[config.mk]
export PLATFORM = sky130hd
export DESIGN_NAME = quad_dtr_flash_read
export DESIGN_NICKNAME = d
export VERILOG_FILES = /design/src/quad_dtr_read_pkg.sv /design/src/quad_dtr_flash_read.sv
export SDC_FILE = /design/constraint.sdc
export NUM_CORES = 1
export LEC_CHECK = 0
export ABC_AREA = 0
export ABC_CLOCK_PERIOD_IN_PS = 6150
export BUFFER_PORTS_ARGS = -buffer_cell sky130_fd_sc_hd__buf_2
export CELL_PAD_IN_SITES_DETAIL_PLACEMENT = 0
export CELL_PAD_IN_SITES_GLOBAL_PLACEMENT = 2
export CORE_MARGIN = 3
export CORE_UTILIZATION = 36
export DETAILED_ROUTE_END_ITERATION = 16
export GPL_ROUTABILITY_DRIVEN = 0
export GPL_TIMING_DRIVEN = 0
export MAX_ROUTING_LAYER = met4
export PLACE_DENSITY_LB_ADDON = 0.1
export RECOVER_POWER = 50
export SYNTH_ARGS = -nofsm -noshare
export SYNTH_HDL_FRONTEND = slang
export SYNTH_SLANG_ARGS = --single-unit
[constraint.sdc]
create_clock -name ref_clk -period 6.15 [get_ports ref_clk]
set_input_delay 0.3075 -clock ref_clk [delete_from_list [all_inputs] [get_ports ref_clk]]
set_output_delay 0.3075 -clock ref_clk [all_outputs]
set_load 0.05 [all_outputs]
[src/quad_dtr_read_pkg.sv]
// Purpose: Shared constants and types for the quad double-rate read sequencer.
// Assumes: Link signals are sampled by a 50 MHz core clock.
// Notes: Phase lengths are counted in link clock edges; the command phase counts rising edges only.
package quad_dtr_read_pkg;
   // Read opcode accepted by this sequencer
   localparam logic [7:0] CMD_QUAD_DTR_READ = 8'hed;
   // Last edge index of each phase (edges counted from zero)
   localparam logic [3:0] CMD_LAST_ONE_LANE = 4'h7;
   localparam logic [3:0] CMD_LAST_FOUR_LANE = 4'h1;
   localparam logic [3:0] ADDR_LAST_EDGE = 4'h5;
   localparam logic [3:0] MODE_LAST_EDGE = 4'h1;
   localparam logic [3:0] DUMMY_LAST_EDGE = 4'hf;
   // Mode byte bits five and four that keep continuous read
   localparam logic [1:0] MODE_CONTINUE = 2'b10;
   // Wrap section base length in bytes and enable polarity
   localparam logic [7:0] WRAP_BASE_LEN = 8'h08;
   localparam logic WRAP_ON_LEVEL = 1'b0;
   localparam int WRAP_ENABLE_POS = 0;
   // Reset values
   localparam logic [23:0] ADDR_RESET = 24'h000000;
   localparam logic [2:0] WRAP_RESET = 3'h1;
   localparam logic [3:0] NIBBLE_RESET = 4'h0;
   // Synchroniser reset matches idle pins: csN high, sck low, lanes low
   localparam logic [5:0] SYNC_RESET = 6'h20;
   localparam logic SCK_IDLE = 1'b0;
   localparam logic [3:0] LANES_ALL = 4'hf;
   localparam logic [3:0] LANES_NONE = 4'h0;

   typedef enum logic [2:0] {
      IDLE, CMD, ADDR, DUMMY, DATA, IGNORE
   } seq_state_t;
endpackage

[src/quad_dtr_flash_read.sv]
// Purpose: Device-side sequencer for the quad double-rate read command.
// Assumes: sck, csN and lanes come from the pins; array read is combinational on readAddr.
// Notes: Both link clock edges are found by oversampling with ref_clk.
// Operation
// - Four bits per edge, eight per clock.
// - Start anywhere, address increments per byte.
// - Address rolls over to zero at top.
// - Command, address, eight dummy clocks, data.
// - Chip select rise stops output, ends command.
// - Mode bits 10 enter continuous read mode.
// - Other mode bits leave continuous read mode.
// - Reject read while write in progress.
// - Wrap setting applies to following reads.
// - Wrap within aligned section until deselect.
// - Three wrap bits: enable plus length.
// - Four-lane command takes two clocks.
// - Four-lane command ignores quad enable.
// - Four-lane mode otherwise behaves identically.
`timescale 1ns/1ns
module quad_dtr_flash_read (
   input wire logic ref_clk,
   input wire logic rst_n,
   input wire logic csN,
   input wire logic sck,
   input wire logic [3:0] ioIn,
   output logic [3:0] ioOut,
   output logic [3:0] ioOe,
   output logic [23:0] readAddr,
   input wire logic [7:0] readData,
   input wire logic quadLaneEnableBit,
   input wire logic writeInProgressFlag,
   input wire logic fourLaneCommandMode,
   input wire logic [2:0] wrapSettingBits,
   output logic continuousReadActive,
   output logic commandRejected
);
   import quad_dtr_read_pkg::*;

   logic [5:0] syncA_q, syncA_d, syncB_q, syncB_d;
   logic sckPrev_q, sckPrev_d;
   logic csHigh, sckNow, sckRise, sckEdge;
   logic [3:0] lanes;
   seq_state_t state_q, state_d;
   logic [3:0] cnt_q, cnt_d;
   logic [23:0] shift_q, shift_d;
   logic [23:0] addr_q, addr_d;
   logic [2:0] wrap_q, wrap_d;
   logic cont_q, cont_d;
   logic rej_q, rej_d;
   logic nibLow_q, nibLow_d;
   logic [3:0] out_q, out_d;
   logic [3:0] oe_q, oe_d;
   logic wrapOn;
   logic [23:0] wrapMask, addrInc, nextAddr;
   logic [23:0] cmdShift;
   logic [7:0] modeByte;
   logic [3:0] cmdLastEdge;

   // Two-stage synchronisers for csN, sck and the four lanes
   always_comb begin
      syncA_d = {csN, sck, ioIn};
      syncB_d = syncA_q;
      sckPrev_d = syncB_q[4];
   end

   // Reset to idle pin levels so that no false clock edge follows reset
   always_ff @(posedge ref_clk) begin
      if (!rst_n) begin
         syncA_q <= SYNC_RESET;
         syncB_q <= SYNC_RESET;
         sckPrev_q <= SCK_IDLE;
      end else begin
         syncA_q <= syncA_d;
         syncB_q <= syncB_d;
         sckPrev_q <= sckPrev_d;
      end
   end

   // Edge detection on the synchronised link clock
   assign csHigh = syncB_q[5];
   assign sckNow = syncB_q[4];
   assign lanes = syncB_q[3:0];
   assign sckRise = sckNow & ~sckPrev_q;
   assign sckEdge = sckNow ^ sckPrev_q;

   // Next byte address, wrapping inside an aligned section when enabled
   assign wrapOn = (wrap_q[WRAP_ENABLE_POS] == WRAP_ON_LEVEL);
   assign wrapMask = {16'h0000, (WRAP_BASE_LEN << wrap_q[2:1]) - 8'h01};
   assign addrInc = addr_q + 24'h000001;
   assign nextAddr = wrapOn ? ((addr_q & ~wrapMask) | (addrInc & wrapMask)) : addrInc;
   assign cmdShift = fourLaneCommandMode ? {shift_q[19:0], lanes} : {shift_q[22:0], lanes[0]};
   assign modeByte = {shift_q[3:0], lanes};
   assign cmdLastEdge = fourLaneCommandMode ? CMD_LAST_FOUR_LANE : CMD_LAST_ONE_LANE;

   // Command sequencer
   always_comb begin
      state_d = state_q;
      cnt_d = cnt_q;
      shift_d = shift_q;
      addr_d = addr_q;
      wrap_d = wrap_q;
      cont_d = cont_q;
      rej_d = rej_q;
      nibLow_d = nibLow_q;
      out_d = out_q;
      oe_d = oe_q;
      if (csHigh) begin
         state_d = IDLE;
         oe_d = LANES_NONE;
         cnt_d = 4'h0;
      end else begin
         unique case (state_q)
            IDLE: begin
               wrap_d = wrapSettingBits;
               cnt_d = 4'h0;
               if (writeInProgressFlag) begin
                  state_d = IGNORE;
                  rej_d = 1'b1;
               end else begin
                  rej_d = 1'b0;
                  state_d = cont_q ? ADDR : CMD;
               end
            end
            CMD: begin
               if (sckRise) begin
                  shift_d = cmdShift;
                  cnt_d = cnt_q + 4'h1;
                  if (cnt_q == cmdLastEdge) begin
                     cnt_d = 4'h0;
                     if (cmdShift[7:0] == CMD_QUAD_DTR_READ &&
                         (fourLaneCommandMode || quadLaneEnableBit)) begin
                        state_d = ADDR;
                     end else begin
                        state_d = IGNORE;
                     end
                  end
               end
            end
            ADDR: begin
               // Address opens on a rise; the last command clock's fall carries nothing
               if (sckEdge && (sckRise || cnt_q != 4'h0)) begin
                  shift_d = {shift_q[19:0], lanes};
                  cnt_d = cnt_q + 4'h1;
                  if (cnt_q == ADDR_LAST_EDGE) begin
                     addr_d = {shift_q[19:0], lanes};
                     cnt_d = 4'h0;
                     state_d = DUMMY;
                  end
               end
            end
            DUMMY: begin
               if (sckEdge) begin
                  cnt_d = cnt_q + 4'h1;
                  if (cnt_q <= MODE_LAST_EDGE) begin
                     shift_d = {shift_q[19:0], lanes};
                  end
                  if (cnt_q == MODE_LAST_EDGE) begin
                     cont_d = (modeByte[5:4] == MODE_CONTINUE);
                  end
                  if (cnt_q == DUMMY_LAST_EDGE) begin
                     state_d = DATA;
                     oe_d = LANES_ALL;
                     out_d = readData[7:4];
                     nibLow_d = 1'b1;
                  end
               end
            end
            DATA: begin
               if (sckEdge) begin
                  if (nibLow_q) begin
                     out_d = readData[3:0];
                     nibLow_d = 1'b0;
                     addr_d = nextAddr;
                  end else begin
                     out_d = readData[7:4];
                     nibLow_d = 1'b1;
                  end
               end
            end
            IGNORE: begin
               oe_d = LANES_NONE;
            end
         endcase
      end
   end

   always_ff @(posedge ref_clk) begin
      if (!rst_n) begin
         state_q <= IDLE;
         cnt_q <= 4'h0;
         shift_q <= ADDR_RESET;
         addr_q <= ADDR_RESET;
         wrap_q <= WRAP_RESET;
         cont_q <= 1'b0;
         rej_q <= 1'b0;
         nibLow_q <= 1'b0;
         out_q <= NIBBLE_RESET;
         oe_q <= LANES_NONE;
      end else begin
         state_q <= state_d;
         cnt_q <= cnt_d;
         shift_q <= shift_d;
         addr_q <= addr_d;
         wrap_q <= wrap_d;
         cont_q <= cont_d;
         rej_q <= rej_d;
         nibLow_q <= nibLow_d;
         out_q <= out_d;
         oe_q <= oe_d;
      end
   end

   // Outputs straight from flops
   assign ioOut = out_q;
   assign ioOe = oe_q;
   assign readAddr = addr_q;
   assign continuousReadActive = cont_q;
   assign commandRejected = rej_q;

   // Checks
   chk_deselect_drive_off: assert property (@(posedge ref_clk) disable iff (!rst_n)
      csHigh |=> (oe_q == LANES_NONE && state_q == IDLE))
      else $error("Lanes still driven after deselect");

   chk_busy_reject_read: assert property (@(posedge ref_clk) disable iff (!rst_n)
      (state_q == IDLE && !csHigh && writeInProgressFlag) |=> (state_q == IGNORE) [*2])
      else $error("Read not rejected while busy");

   chk_cont_skip_cmd: assert property (@(posedge ref_clk) disable iff (!rst_n)
      (state_q == IDLE && !csHigh && !writeInProgressFlag && cont_q) |=> state_q == ADDR)
      else $error("Continuous mode did not skip command");

   chk_mode_byte_exit: assert property (@(posedge ref_clk) disable iff (!rst_n)
      (state_q == DUMMY && sckEdge && !csHigh && cnt_q == MODE_LAST_EDGE &&
       modeByte[5:4] != MODE_CONTINUE) |=> !cont_q)
      else $error("Continuous mode kept on wrong mode bits");

   chk_mode_byte_enter: assert property (@(posedge ref_clk) disable iff (!rst_n)
      (state_q == DUMMY && sckEdge && !csHigh && cnt_q == MODE_LAST_EDGE &&
       modeByte[5:4] == MODE_CONTINUE) |=> cont_q)
      else $error("Continuous mode not entered");

   chk_addr_step_plain: assert property (@(posedge ref_clk) disable iff (!rst_n)
      (state_q == DATA && sckEdge && !csHigh && nibLow_q && !wrapOn)
      |=> addr_q == $past(addr_q) + 24'h000001)
      else $error("Address did not advance by one");

   chk_wrap_section_hold: assert property (@(posedge ref_clk) disable iff (!rst_n)
      (state_q == DATA && sckEdge && !csHigh && nibLow_q && wrapOn)
      |=> (addr_q & ~wrapMask) == ($past(addr_q) & ~wrapMask) && addr_q != $past(addr_q))
      else $error("Wrapped address left its section");

   chk_four_lane_accept: assert property (@(posedge ref_clk) disable iff (!rst_n)
      (state_q == CMD && sckRise && !csHigh && fourLaneCommandMode &&
       cnt_q == CMD_LAST_FOUR_LANE && cmdShift[7:0] == CMD_QUAD_DTR_READ) |=> state_q == ADDR)
      else $error("Four-lane read not accepted");

   chk_addr_rise_start: assert property (@(posedge ref_clk) disable iff (!rst_n)
      (state_q == ADDR && sckEdge && !sckRise && !csHigh && cnt_q == 4'h0)
      |=> (state_q == ADDR && cnt_q == 4'h0))
      else $error("Address phase opened on a falling edge");

   chk_data_lanes_on: assert property (@(posedge ref_clk) disable iff (!rst_n)
      (state_q == DATA && !csHigh) |-> oe_q == LANES_ALL)
      else $error("Data phase without all lanes driven");
endmodule

# ---- Word-level counts from Yosys, hierarchy flattened
# Cells that the tools add are included.
dict set report totals {
  register_bits 78
  latchBits 0
  ramBits 0
  romBits 0
  out_inout_bits 34
  elab_cells 110
  mem_count 0
}
dict set report op_classes {
  addsub 3
  multipliers 0
  div_mod_pow 0
  magnitude_cmp 1
  eq_ne 20
  shifts 1
  n_mux 43
  bitwise_logic 9
  reduce_logical 20
}
# cell n
set op_table {}
lappend op_table {{$mux W24} 5}
lappend op_table {{$mux W20} 5}
lappend op_table {{$pmux W20 S3} 1}
lappend op_table {{$pmux W24 S2} 1}
lappend op_table {{$mux W4} 11}
lappend op_table {{$mux W3} 9}
lappend op_table {{$add A24 B1 Y24 const B} 1}
lappend op_table {{$and A24 B24 Y24} 1}
lappend op_table {{$and A24 B8 Y24} 1}
lappend op_table {{$not A8 Y24} 1}
lappend op_table {{$or A24 B24 Y24} 1}
lappend op_table {{$ne A2 B2 Y1 const B} 9}
lappend op_table {{$pmux W4 S2} 2}
lappend op_table {{$pmux W4 S4} 1}
lappend op_table {{$pmux W3 S4} 1}
lappend op_table {{$reduce_and A6 Y1} 2}
lappend op_table {{$eq A8 B8 Y1 const B} 1}
lappend op_table {{$reduce_and A4 Y1} 2}
lappend op_table {{$reduce_bool A4 Y1} 2}
lappend op_table {{$shl A4 B2 Y8 const A} 1}
lappend op_table {{$sub A8 B1 Y8 const B} 1}
lappend op_table {{$reduce_and A7 Y1} 1}
lappend op_table {{$eq A3 B2 Y1 const B} 2}
lappend op_table {{$eq A3 B3 Y1 const B} 2}
lappend op_table {{23 further kinds} 33}

# ---- Logic depth before layout (Yosys ltp)
# Gate-level depths: netlist of run 1.
dict set report logic_depth {
  depth_word 9
  mapped_depth 9
  mapped_depth_nobuf 7
}

# ---- Least setup slack after synthesis of run 1
# No wires, ideal clock.
dict set report synth_timing {
  kind {reg-to-reg}
  startpoint {register addr_q[0] (netlist: readAddr[0])}
  endpoint {register addr_q[16] (netlist: readAddr[16])}
  setup_ps 125
  arrival_time_ps 2213
  required_ps 6025
  slack_ps 3812
  stages_incl_launch_ff 8
  path_buffers 1
  cell_sequence {dfxtp_1 -> ha_1 -> inv_1 -> or4_1 -> clkbuf_1 -> o31a_1 -> o21ai_0 -> a31oi_1}
}
dict set report synth_between {
  elab_chain_cells 7
}
# element line_no
set synth_lines {}
lappend synth_lines {{from (decl)} quad_dtr_flash_read.sv:46} ;# logic [23:0] addr_q, addr_d;
lappend synth_lines {{from (signal assigned)} quad_dtr_flash_read.sv:203} ;# addr_q <= addr_d;
lappend synth_lines {{$add A24 B1 Y24 (*)} quad_dtr_flash_read.sv:89} ;# assign addrInc = addr_q + 24'h000001;
lappend synth_lines {{$and A24 B8 Y24} quad_dtr_flash_read.sv:90} ;# assign nextAddr = wrapOn ? ((addr_q & ~wrapMask) | (addrInc & wrapMask)) : addrInc;
lappend synth_lines {{$or A24 B24 Y24} quad_dtr_flash_read.sv:90}
lappend synth_lines {{$mux W24 (*)} quad_dtr_flash_read.sv:90}
lappend synth_lines {{$mux W24 (*)} quad_dtr_flash_read.sv:170} ;# if (nibLow_q) begin
lappend synth_lines {{$mux W24 (*)} quad_dtr_flash_read.sv:169} ;# if (sckEdge) begin
lappend synth_lines {{$pmux W24 S2 (*)} quad_dtr_flash_read.sv:112} ;# unique case (state_q)
# Mark *: on every way between the ends. The rest lies on a longest branch, timed or not. The select of a mux whose other input is x is not followed.
# A chain may end at the register's enable or synchronous reset.

# ---- Worst setup path in the final report of run 1
dict set report layout_timing {
  startpoint {register cnt_q[0]}
  endpoint {register addr_q[22] (netlist: readAddr[22])}
}
dict set report layout_between {
  elab_chain_cells 5
  elab_cells_between_ends 7
  cone_classes {3 x eq/ne; 4 x reduce/logical}
}
# element line_no
set layout_lines {}
lappend layout_lines {{from (decl)} quad_dtr_flash_read.sv:44} ;# logic [3:0] cnt_q, cnt_d;
lappend layout_lines {{from (signal assigned)} quad_dtr_flash_read.sv:201} ;# cnt_q <= cnt_d;
lappend layout_lines {{$reduce_bool A4 Y1} quad_dtr_flash_read.sv:141} ;# if (sckEdge && (sckRise || cnt_q != 4'h0)) begin
lappend layout_lines {{$logic_or A1 B1 Y1} quad_dtr_flash_read.sv:141}
lappend layout_lines {{$logic_and A1 B1 Y1} quad_dtr_flash_read.sv:141}
lappend layout_lines {{$ne A2 B2 Y1 (no source line)} --}
lappend layout_lines {{$reduce_and A6 Y1 (no source line) (*)} --}
# Mark *: on every way between the ends. The rest lies on a longest branch, timed or not.

==> results.ini, run 1 <==
[power_and_ir_drop]
cellPowerDensity_mw_per_mm2 = 194.0
p_clk_share_pct = 38.7
ir_drop_mv = 0.1014
p_switching_mw = 0.2285
p_int_mw = 0.6619
combPwrFrac_pct = 5.8
p_seq_share_pct = 55.5
switching_share_pct = 25.67
leakagePower_nw = 1.506
power_mw = 0.8904

[clock_tree]
ctsRootBufferMaster = clkbuf_8
clock-sinks = 75
post-cts-setup-buffers = 0
post_cts_resized = 0
worstSkewPairLatency_ps = 370
numCtsBuffers = 9
cts_buffer_depth = 2
cts_hold_buf = 0
cts_tree = yes
htree_num_levels = 3
path_clk_slew_ps = 80

[sta]
setup_ws_ps = 3439
rsz0062_at_grt = false
final-hold-violation-count = 0
skew_ps = 12.74
slew_viol_final = 0
worst_pin_slew_ps = 1199
finalCriticalPeriod_ps = 2711
relSlewSlack_pct = 19.33
max_freq_mhz = 368.9
finalCritPeriodShare_pct = 44.08
setup_viol = 0
tns_ps = 0

[critical_path]
crit_type = reg -> reg
required_ps = 6430
crit_path_end = readAddr[22]
crit_start = cnt_q[0]
reg2reg_slack_ps = 3440
rr_startpoint = cnt_q[0]
cp.arrival_ps = 2990
critPathMaxFanout = 10
ff2ff_path_depth = 9
critPathLaunchType = flip-flop
r2r_end = readAddr[22]
cp-end-kind = flip-flop

[global_routing]
grt_max_degree = 12
grt_pass1_vias = 3843
antenna_found_initial = 0
grt_overflow = 0
grt_pass1_wl_um = 21290
grt_usage_pct = 22.20

[routing]
drtIter0Drc = 274
dr_total_vias = 3988
finalWirelength_um = 13240
firstDrtPassIters = 4
drcViolationCount = 0
antenna_left = 0
routedWlPerCell_um = 18.65
routed_via_density = 5.617

[place]
numPortBuffers = 54
dp_slack_ps = 3472
hpwl_um = 9608
place_area_mm2 = 0.004482

[synthesis]
synth_edf_count = 0
synth_ff_type = dfxtp_1
syn_avg_cell_area_um2 = 8.057
syn-cell-area_mm2 = 0.004036
synth-seq-cells = 75
synthCells = 501
synth_fp_nets = 529
yosysSeqAreaShare_pct = 37.20
synth.distinct_cells = 62
yosys_warnings = 0
synth-async-reset-ratio_pct = 0

[floorplan]
ios = 56
die-area_mm2 = 0.01252
floorplan.rows = 38
start_util_pct = 37.07
die_h_um = 111.9
die_w_um = 111.9
coreArea_mm2 = 0.01089

[cells_and_area]
final_common_cell = dfxtp_1
drive_above_1_share_pct = 8.596
synthToLayoutAreaGrowth_pct = 13.73
diodes = 0
fill_cells = 1180
seq_area_mm2 = 0.001501
layout_common_cells = dfxtp_1, clkbuf_1, nor2_1
multi_input_area_mm2 = 0.002322
final_nets = 594
finalInstanceArea_mm2 = 0.004591

[job]
cap_violations = 0

[min_path]
hp-class = in -> reg

[status]
status = finished clean

## power groups by stage
stage | clock network, mW | registers [mW] | logic, mW
2_1_floorplan | 0 | 0.505 | 0.0306
3_3_place_gp | 0 | 0.505 | 0.0515
3_5_place_dp | 0 | 0.505 | 0.0523
4_1_cts | 0.355 | 0.494 | 0.0524
5_1_grt | 0.377 | 0.494 | 0.0572
6_report | 0.345 | 0.494 | 0.0518
## worst min path at each step
stage / slack [ps] / startpoint / cells after the start / to
final: 120 / csN / 2 / syncA_q[5]
after global routing: 130 / csN / 2 / syncA_q[5]
after CTS: 110 / csN / 2 / syncA_q[5]
after detailed placement: 400 / syncA_q[5] / 1 / syncB_q[5]
after global placement: 400 / syncA_q[5] / 1 / syncB_q[5]
after floorplan: 390 / syncA_q[5] / 1 / syncB_q[5]
## state kept, by name, indices dropped and copies added, names as in the netlist, 3 cells and up, named ones only
signal and count:
readAddr 21, syncA_q 6, wrap_q 3, syncB_q 6
shift_q 20, state_q 3, ioOut 4, cnt_q 4
## worst max-delay path: stages, from the launching register on
cell      delay (ps)
dfxtp_1          440
inv_1            100
ha_1             210
nor4b_1          180
or3_1            420
a21oi_1          280
clkbuf_1         440
buf_2            340
nand3_1          100
o221ai_1         100
## stage by stage
step / util [%] / cells / hold WS [ps]
2_1_floorplan: - / 501 / 386.3
3_3_place_gp: 41.16 / 695 / 403.8
3_5_place_dp: 41.16 / 695 / 400.6
4_1_cts: 42.63 / 710 / 106.2
5_1_grt: 42.16 / 710 / 129.2
6_report: 42.16 / 710 / 121.3
## cell usage after synthesis (3+ instances only)
master	count	area, um2
a211oi_1	9	67.56
xnor2_1	4	35.03
o21ai_0	34	170.2
nand3b_1	6	45.04
nor2_1	53	198.9
o31a_1	3	26.28
or4_1	3	22.52
nor4_1	7	43.79
a21o_1	4	30.03
nor2b_1	8	50.05
buf_4	3	22.52
nand2b_1	9	56.30
ha_1	6	75.07
o211a_1	3	30.03
buf_2	8	40.04
nor3b_1	4	30.03
inv_1	11	41.29
clkbuf_1	25	93.84
o41ai_1	3	26.28
dfxtp_1	75	1501
a31oi_1	9	56.30
a21oi_1	23	115.1
a311oi_1	17	148.9
and2_1	13	81.33
nand2_1	51	191.4
and3_1	4	25.02
mux2i_1	17	170.2
nand3_1	22	110.1
a22o_1	4	35.03
nand4_1	8	50.05
or3_1	8	50.05
a32o_1	5	50.05
nor3_1	6	30.03
## final cells by class
cell class	instances	share of cell area [%]
Timing Repair Buffer	54	4.933
Sequential cell	75	32.71
Buffer	38	3.570
Tap cell	140	3.816
Clock buffer	12	3.162
Clock inverter	3	0.3271
Inverter	11	0.8994
Multi-Input combinational cell	377	50.59
## logic make-up after synthesis
group,count (synthesis),share of synthesized area [%]
buffers and inverters,49,5.270
xor gates and xnor gates,4,0.8679
muxes,18,4.495
and+or+nand+nor,215,27.46
AOI/OAI and AO/OA,134,22.85
adders and majority gates,6,1.860
DFF,75,37.20
## layer usage
layer  vias to the layer above  track usage, %  routed length (um)
met5                         -               -                   0
met4                         0           8.110                 293
met3                        22           4.076                 579
met2                        96           34.01                6113
met1                      1898           29.28                6257
li1                       1972               -                   -
Power figures use the tool's default switching activity.
==> inputs of run 2 (changes only) <==
ABC_CLOCK_PERIOD_IN_PS = 2300   (was 6150)
CORE_UTILIZATION = 31   (was 36)
clock period = 2.3 ns   (was 6.15 ns; I/O delays follow)
==> run 2 against run 1 <==
Compared with the run above: clock power grew to 4.6 times the previous value; worst hold slack worse by 95 ps; combinational power grew to 2.9 times the previous value; count of clock-buffer cells in the layout stayed put; sequential share of layout area is 2.5 points lower; worst setup slack worse by 3300 ps; power grew to 3.4 times the previous value; global-route usage is 2.6 points lower; final cell count is 5.5% higher; final area is 8.7% higher; utilization is 2.8 points lower; wire length is 2.3% higher.
==> results.ini, run 2 (synthesis gave the netlist of run 1 again) <==
[global_routing]
grt_pass1_vias = 3847  ; +0.10%
grt_usage_pct = 19.61  ; -2.6 points
grt_overflow = 0  ; unchanged
antenna_found_initial = 0  ; unchanged
grt_pass1_wl_um = 21400  ; +0.52%
grt_max_degree = 20  ; +8

[floorplan]
die_h_um = 120.1  ; +7.3%
floorplan.rows = 41  ; +7.9%
coreArea_mm2 = 0.01267  ; +16%
die_w_um = 120.1  ; +7.3%
start_util_pct = 31.86  ; -5.2 points
die-area_mm2 = 0.01443  ; +15%
ios = 56  ; unchanged

[cells_and_area]
fill_cells = 1377  ; +17%
final_nets = 600  ; +1.0%
final_common_cell = dfxtp_1
largest_reg_flops = 21  ; unchanged
drive_above_1_share_pct = 12.82  ; +4.2 points
synthToLayoutAreaGrowth_pct = 23.59
multi_input_area_mm2 = 0.002397  ; +3.2%
seq_area_mm2 = 0.001506  ; +0.33%
diodes = 0  ; unchanged
finalInstanceArea_mm2 = 0.004989  ; +8.7%
layout_common_cells = dfxtp_1, clkbuf_1, nor2_1

[power_and_ir_drop]
p_int_mw = 2.378  ; +260%
p_switching_mw = 0.6638  ; +190%
switching_share_pct = 21.82  ; -3.8 points
combPwrFrac_pct = 5.0  ; -0.8 points
cellPowerDensity_mw_per_mm2 = 609.7  ; +210%
p_clk_share_pct = 51.6  ; +13 points
leakagePower_nw = 1.640  ; +8.9%
p_seq_share_pct = 43.5  ; -12 points
ir_drop_mv = 0.2699  ; +170%

[place]
hpwl_um = 9987  ; +3.9%
numPortBuffers = 54  ; unchanged
dp_slack_ps = -364.0  ; -3836 ps
place_area_mm2 = 0.004524  ; +0.95%

[routing]
firstDrtPassIters = 5  ; +1
routed_via_density = 5.417  ; -3.6%
drcViolationCount = 0  ; unchanged
finalWirelength_um = 13550  ; +2.3%
antenna_left = 0  ; unchanged
drtIter0Drc = 309  ; +13%
routedWlPerCell_um = 18.09  ; -3.0%
dr_total_vias = 4057  ; +1.7%

[clock_tree]
cts_buffer_depth = 2  ; unchanged
numCtsBuffers = 9  ; unchanged
cts_tree = yes
path_clk_slew_ps = 60  ; -20 ps
worstSkewPairLatency_ps = 340  ; -30 ps
clock-sinks = 75  ; unchanged
ctsRootBufferMaster = clkbuf_16
htree_num_levels = 3  ; unchanged

[sta]
final-hold-violation-count = 0  ; unchanged
setup_viol = 0  ; unchanged
finalCritPeriodShare_pct = 94.67  ; +51 points
slew_viol_final = 0  ; unchanged
max_freq_mhz = 459.3  ; +24%
skew_ps = 5.636  ; -7.109 ps
tns_ps = 0  ; unchanged
setup_ws_ps = 122.7  ; -3317 ps
relSlewSlack_pct = 28.57  ; +9.2 points
worst_pin_slew_ps = 1062  ; -137.3 ps
finalCriticalPeriod_ps = 2177  ; -533.4 ps

[status]
status = finished clean

[min_path]
hp-class = in -> reg

[critical_path]
crit_type = reg -> reg
cp.arrival_ps = 2410  ; -580 ps
critPathMaxFanout = 10  ; unchanged
critPathLaunchType = flip-flop
required_ps = 2530  ; -3900 ps
cp-end-kind = flip-flop

[job]
cap_violations = 0  ; unchanged

[run 2: routing by layer]
layer  share of wire [%]  vias to the layer above  global-route usage, %
li1                    -                     1991                      -
met1                  48                     1938                  25.71
met2                  46                      107                  30.66
met3                 4.6                       21                  3.864
met4                 1.8                        0                  6.013
met5                   0                        -                      -
[run 2: worst max-delay path: stages (launching register included)]
cell	delay, ps
dfxtp_1	520
buf_2	290
nand4bb_2	310
clkbuf_1	490
o21ai_0	180
a32o_1	270
[run 2: power groups by stage]
stage | combinational (mW) | sequential (mW) | clock, mW
floorplan | 0.0818 | 1.35 | 0
global placement | 0.140 | 1.35 | 0
detailed placement | 0.140 | 1.35 | 0
CTS | 0.150 | 1.32 | 1.60
global route | 0.166 | 1.32 | 1.66
finish | 0.151 | 1.32 | 1.57
[run 2: through the flow]
step	std cells	utilization [%]	total power, mW	hold WS (ps)
3_5_place_dp	727	35.71	1.492	300.0
3_3_place_gp	727	35.71	1.492	295.5
5_1_grt	749	39.37	3.153	36.51
4_1_cts	749	39.20	3.071	18.23
6_report	749	39.37	3.042	26.12
2_1_floorplan	501	-	1.431	216.5
[run 2: path summary, 6_finish.rpt]
path | slack, ps | start | end | cells after the start
setup / recovery | 120 | state_q[1] | readAddr[14] | 5
hold / removal | 30 | wrapSettingBits[1] | wrap_q[1] | 3
setup reg to reg | 120 | state_q[1] | readAddr[14] | 5
hold reg to reg | 410 | syncA_q[5] | syncB_q[5] | 1
[run 2: cell type report]
type,count,area share [%]
clock inverters,4,1.455
plain buffers,36,3.913
flip-flops and latches,75,30.20
multi-input cells,377,48.06
clock buffers,12,5.142
well taps,172,4.314
inverters,11,0.8277
repair buffers,62,6.095
[run 2: timing repair]
action | in CTS | in global routing
hold buffers | 7 | 0
setup endpoints to repair | 48 | 47
pin swaps | 0 | 2
gates resized for setup | 13 | 23
hold endpoints to repair | 7 | 0
buffers inserted | 0 | 1
==> inputs of run 3 (changes only) <==
--- a/config.mk
+++ b/config.mk
@@ -9,14 +9,13 @@
 export ABC_CLOCK_PERIOD_IN_PS = 2300
 export BUFFER_PORTS_ARGS = -buffer_cell sky130_fd_sc_hd__buf_2
-export CELL_PAD_IN_SITES_DETAIL_PLACEMENT = 0
-export CELL_PAD_IN_SITES_GLOBAL_PLACEMENT = 2
 export CORE_MARGIN = 3
-export CORE_UTILIZATION = 31
+export CORE_UTILIZATION = 52
 export DETAILED_ROUTE_END_ITERATION = 16
 export GPL_ROUTABILITY_DRIVEN = 0
 export GPL_TIMING_DRIVEN = 0
 export MAX_ROUTING_LAYER = met4
-export PLACE_DENSITY_LB_ADDON = 0.1
+export PLACE_DENSITY = 0.76
 export RECOVER_POWER = 50
+export SKIP_LAST_GASP = 1
 export SYNTH_ARGS = -nofsm -noshare
 export SYNTH_HDL_FRONTEND = slang
==> constraint.sdc (replaced) <==
create_clock -name ref_clk -period 2.3 [get_ports ref_clk]
set_input_delay 0.345 -clock ref_clk [delete_from_list [all_inputs] [get_ports ref_clk]]
set_output_delay 0.345 -clock ref_clk [all_outputs]
set_load 0.05 [all_outputs]
==> run 3 against run 2 <==
Compared with the run above: die area decreased by 39%; wire length decreased by 9.7%; largest cell class unchanged; final area down 5.5%.
==> results.ini, run 3 (synthesis gave the netlist of run 1 again) <==
[floorplan]
die-area_mm2 = 0.008856  ; -39%
die_w_um = 94.11  ; -22%
floorplan.rows = 31  ; -24%
coreArea_mm2 = 0.007408  ; -42%
die_h_um = 94.11  ; -22%
start_util_pct = 54.48  ; +23 points
ios = 56  ; unchanged

[power_and_ir_drop]
ir_drop_mv = 0.3764  ; +39%
leakagePower_nw = 1.611  ; -1.8%
cellPowerDensity_mw_per_mm2 = 573.4  ; -6.0%

[sta]
max_freq_mhz = 445.2  ; -3.1%
hold_slack_ps = 161.8  ; +135.7 ps
worst_pin_slew_ps = 1148  ; +85.92 ps
skew_ps = 8.316  ; +2.680 ps
relSlewSlack_pct = 22.79  ; -5.8 points
final-hold-violation-count = 0  ; unchanged
setup_viol = 0  ; unchanged
finalCritPeriodShare_pct = 97.66  ; +3.0 points
finalCriticalPeriod_ps = 2246  ; +68.91 ps
slew_viol_final = 0  ; unchanged
rsz0062_at_grt = true

[routing]
dr_total_vias = 4305  ; +6.1%
firstDrtPassIters = 6  ; +1
antenna_left = 0  ; unchanged
finalWirelength_um = 12230  ; -9.7%
drcViolationCount = 0  ; unchanged
routedWlPerCell_um = 18.26  ; +0.92%
routed_via_density = 6.425  ; +19%
drtIter0Drc = 516  ; +67%

[critical_path]
reg2reg_slack_ps = 50  ; -70 ps
critPathMaxStageDelay_ps = 530  ; about the same
critPathLaunchType = flip-flop
cp.arrival_ps = 2480  ; +70 ps
slowest_stage = or4_1
crit_start = readAddr[0]
required_ps = 2540  ; about the same
critPathMaxFanout = 7  ; -3
ff2ff_path_depth = 7  ; +2
crit_chain = ha_2 > inv_1 > or4_1 > clkbuf_1 > o31a_1 > o21ai_0 > a31oi_1
crit_path_end = readAddr[18]
r2r_end = readAddr[18]
cp-end-kind = flip-flop
crit_type = reg -> reg
rr_startpoint = readAddr[0]

[cells_and_area]
largest_reg_flops = 21  ; unchanged
seq_area_mm2 = 0.001506  ; unchanged
fill_cells = 674  ; -51%
final_core_util_pct = 63.64  ; +24 points
finalInstanceArea_mm2 = 0.004715  ; -5.5%
final_nets = 594  ; -1.0%
drive_above_1_share_pct = 14.36  ; +1.5 points
layout_common_cells = dfxtp_1, nor2_1, nand2_1
multi_input_area_mm2 = 0.002361  ; -1.5%
final_common_cell = dfxtp_1
synthToLayoutAreaGrowth_pct = 16.80
diodes = 0  ; unchanged

[place]
place_area_mm2 = 0.004433  ; -2.0%
hpwl_um = 8522  ; -15%
numPortBuffers = 54  ; unchanged

[clock_tree]
ctsRootBufferMaster = clkbuf_8
numCtsBuffers = 9  ; unchanged
clock-sinks = 75  ; unchanged
path_clk_slew_ps = 80  ; +20 ps
worstSkewPairLatency_ps = 360  ; +20 ps
htree_num_levels = 3  ; unchanged
cts_tree = yes
cts_buffer_depth = 2  ; unchanged

[global_routing]
antenna_found_initial = 0  ; unchanged
grt_pass1_vias = 3886  ; +1.0%
grt_usage_pct = 28.72  ; +9.1 points
grt_max_degree = 13  ; -35%
grt_pass1_wl_um = 19550  ; -8.6%
grt_overflow = 0  ; unchanged

[min_path]
hp-class = in -> reg
hold_depth = 2  ; -1

[job]
cap_violations = 0  ; unchanged

[status]
status = finished clean

==> run 3: changes by cell type in the layout (fill, tap and decap cells not counted), moves of 2 or more <==
cell           delta
clkbuf_8         +11
dlygate4sd3_1     -7
buf_4             +2
clkbuf_16         -9
buf_2            +12
buf_6             -3
clkbuf_1         -10
==> run 3: what timing repair did <==
item                                   CTS  global route
hold buffers                             0             0
gates cloned                             0             1
setup buffers                            0             1
resized for setup                        9            13
endpoints found under the hold margin    0             0
pin swaps                                0             1
setup endpoints to repair               37            31
==> run 3: worst max-delay path, delay by kind of cell (launching register included) <==
| kind | cells | cell delay (ps) |
|---|---|---|
| AO/OA/AOI/OAI | 3 | 620 |
| adder cells (fa/ha/maj) | 1 | 270 |
| buffers and inverters | 2 | 290 |
| flip-flops | 1 | 410 |
| AND/OR/NAND/NOR | 1 | 530 |
==> run 3: report_power, final <==
part	switching, mW	internal [mW]	total [mW]
logic	0.0886	0.0486	0.137
clock network	0.515	0.730	1.25
registers	0.00968	1.31	1.32
==> run 3: cell type report <==
type | instances | share of cell area, %
plain buffers | 36 | 3.769
clock buffers | 13 | 3.795
clock inverters | 3 | 1.433
inverters | 11 | 0.8758
multi-input cells | 377 | 50.08
flip-flops and latches | 75 | 31.95
well taps | 99 | 2.627
repair buffers | 56 | 5.467
==> run 3: worst min path at each step <==
stage | startpoint | endpoint | slack, ps
final | csN | syncA_q[5] | 160
after floorplan | syncA_q[5] | syncB_q[5] | 390
after global placement | syncA_q[5] | syncB_q[5] | 410
after global routing | csN | syncA_q[5] | 180
after detailed placement | syncA_q[2] | syncB_q[2] | 420
after CTS | csN | syncA_q[5] | 160
==> run 3: per-layer routing <==
| layer | track usage, % | share of wire [%] |
|---|---|---|
| met2 | 41.69 | 45 |
| met4 | 13.48 | 2.7 |
| met1 | 38.12 | 42 |
| met3 | 6.090 | 11 |
| met5 | - | 0 |
==> run 3: metrics by stage <==
step	total power, mW	worst slack (ps)	instances	setup TNS [ps]
final	2.703	53.77	670	0
after global routing	2.780	-32.34	670	-113.4
after CTS	2.697	-13.42	670	-13.42
after detailed placement	1.484	-244.7	654	-3422
after global placement	1.480	-221.5	654	-2663
after floorplan	1.431	21.43	501	0
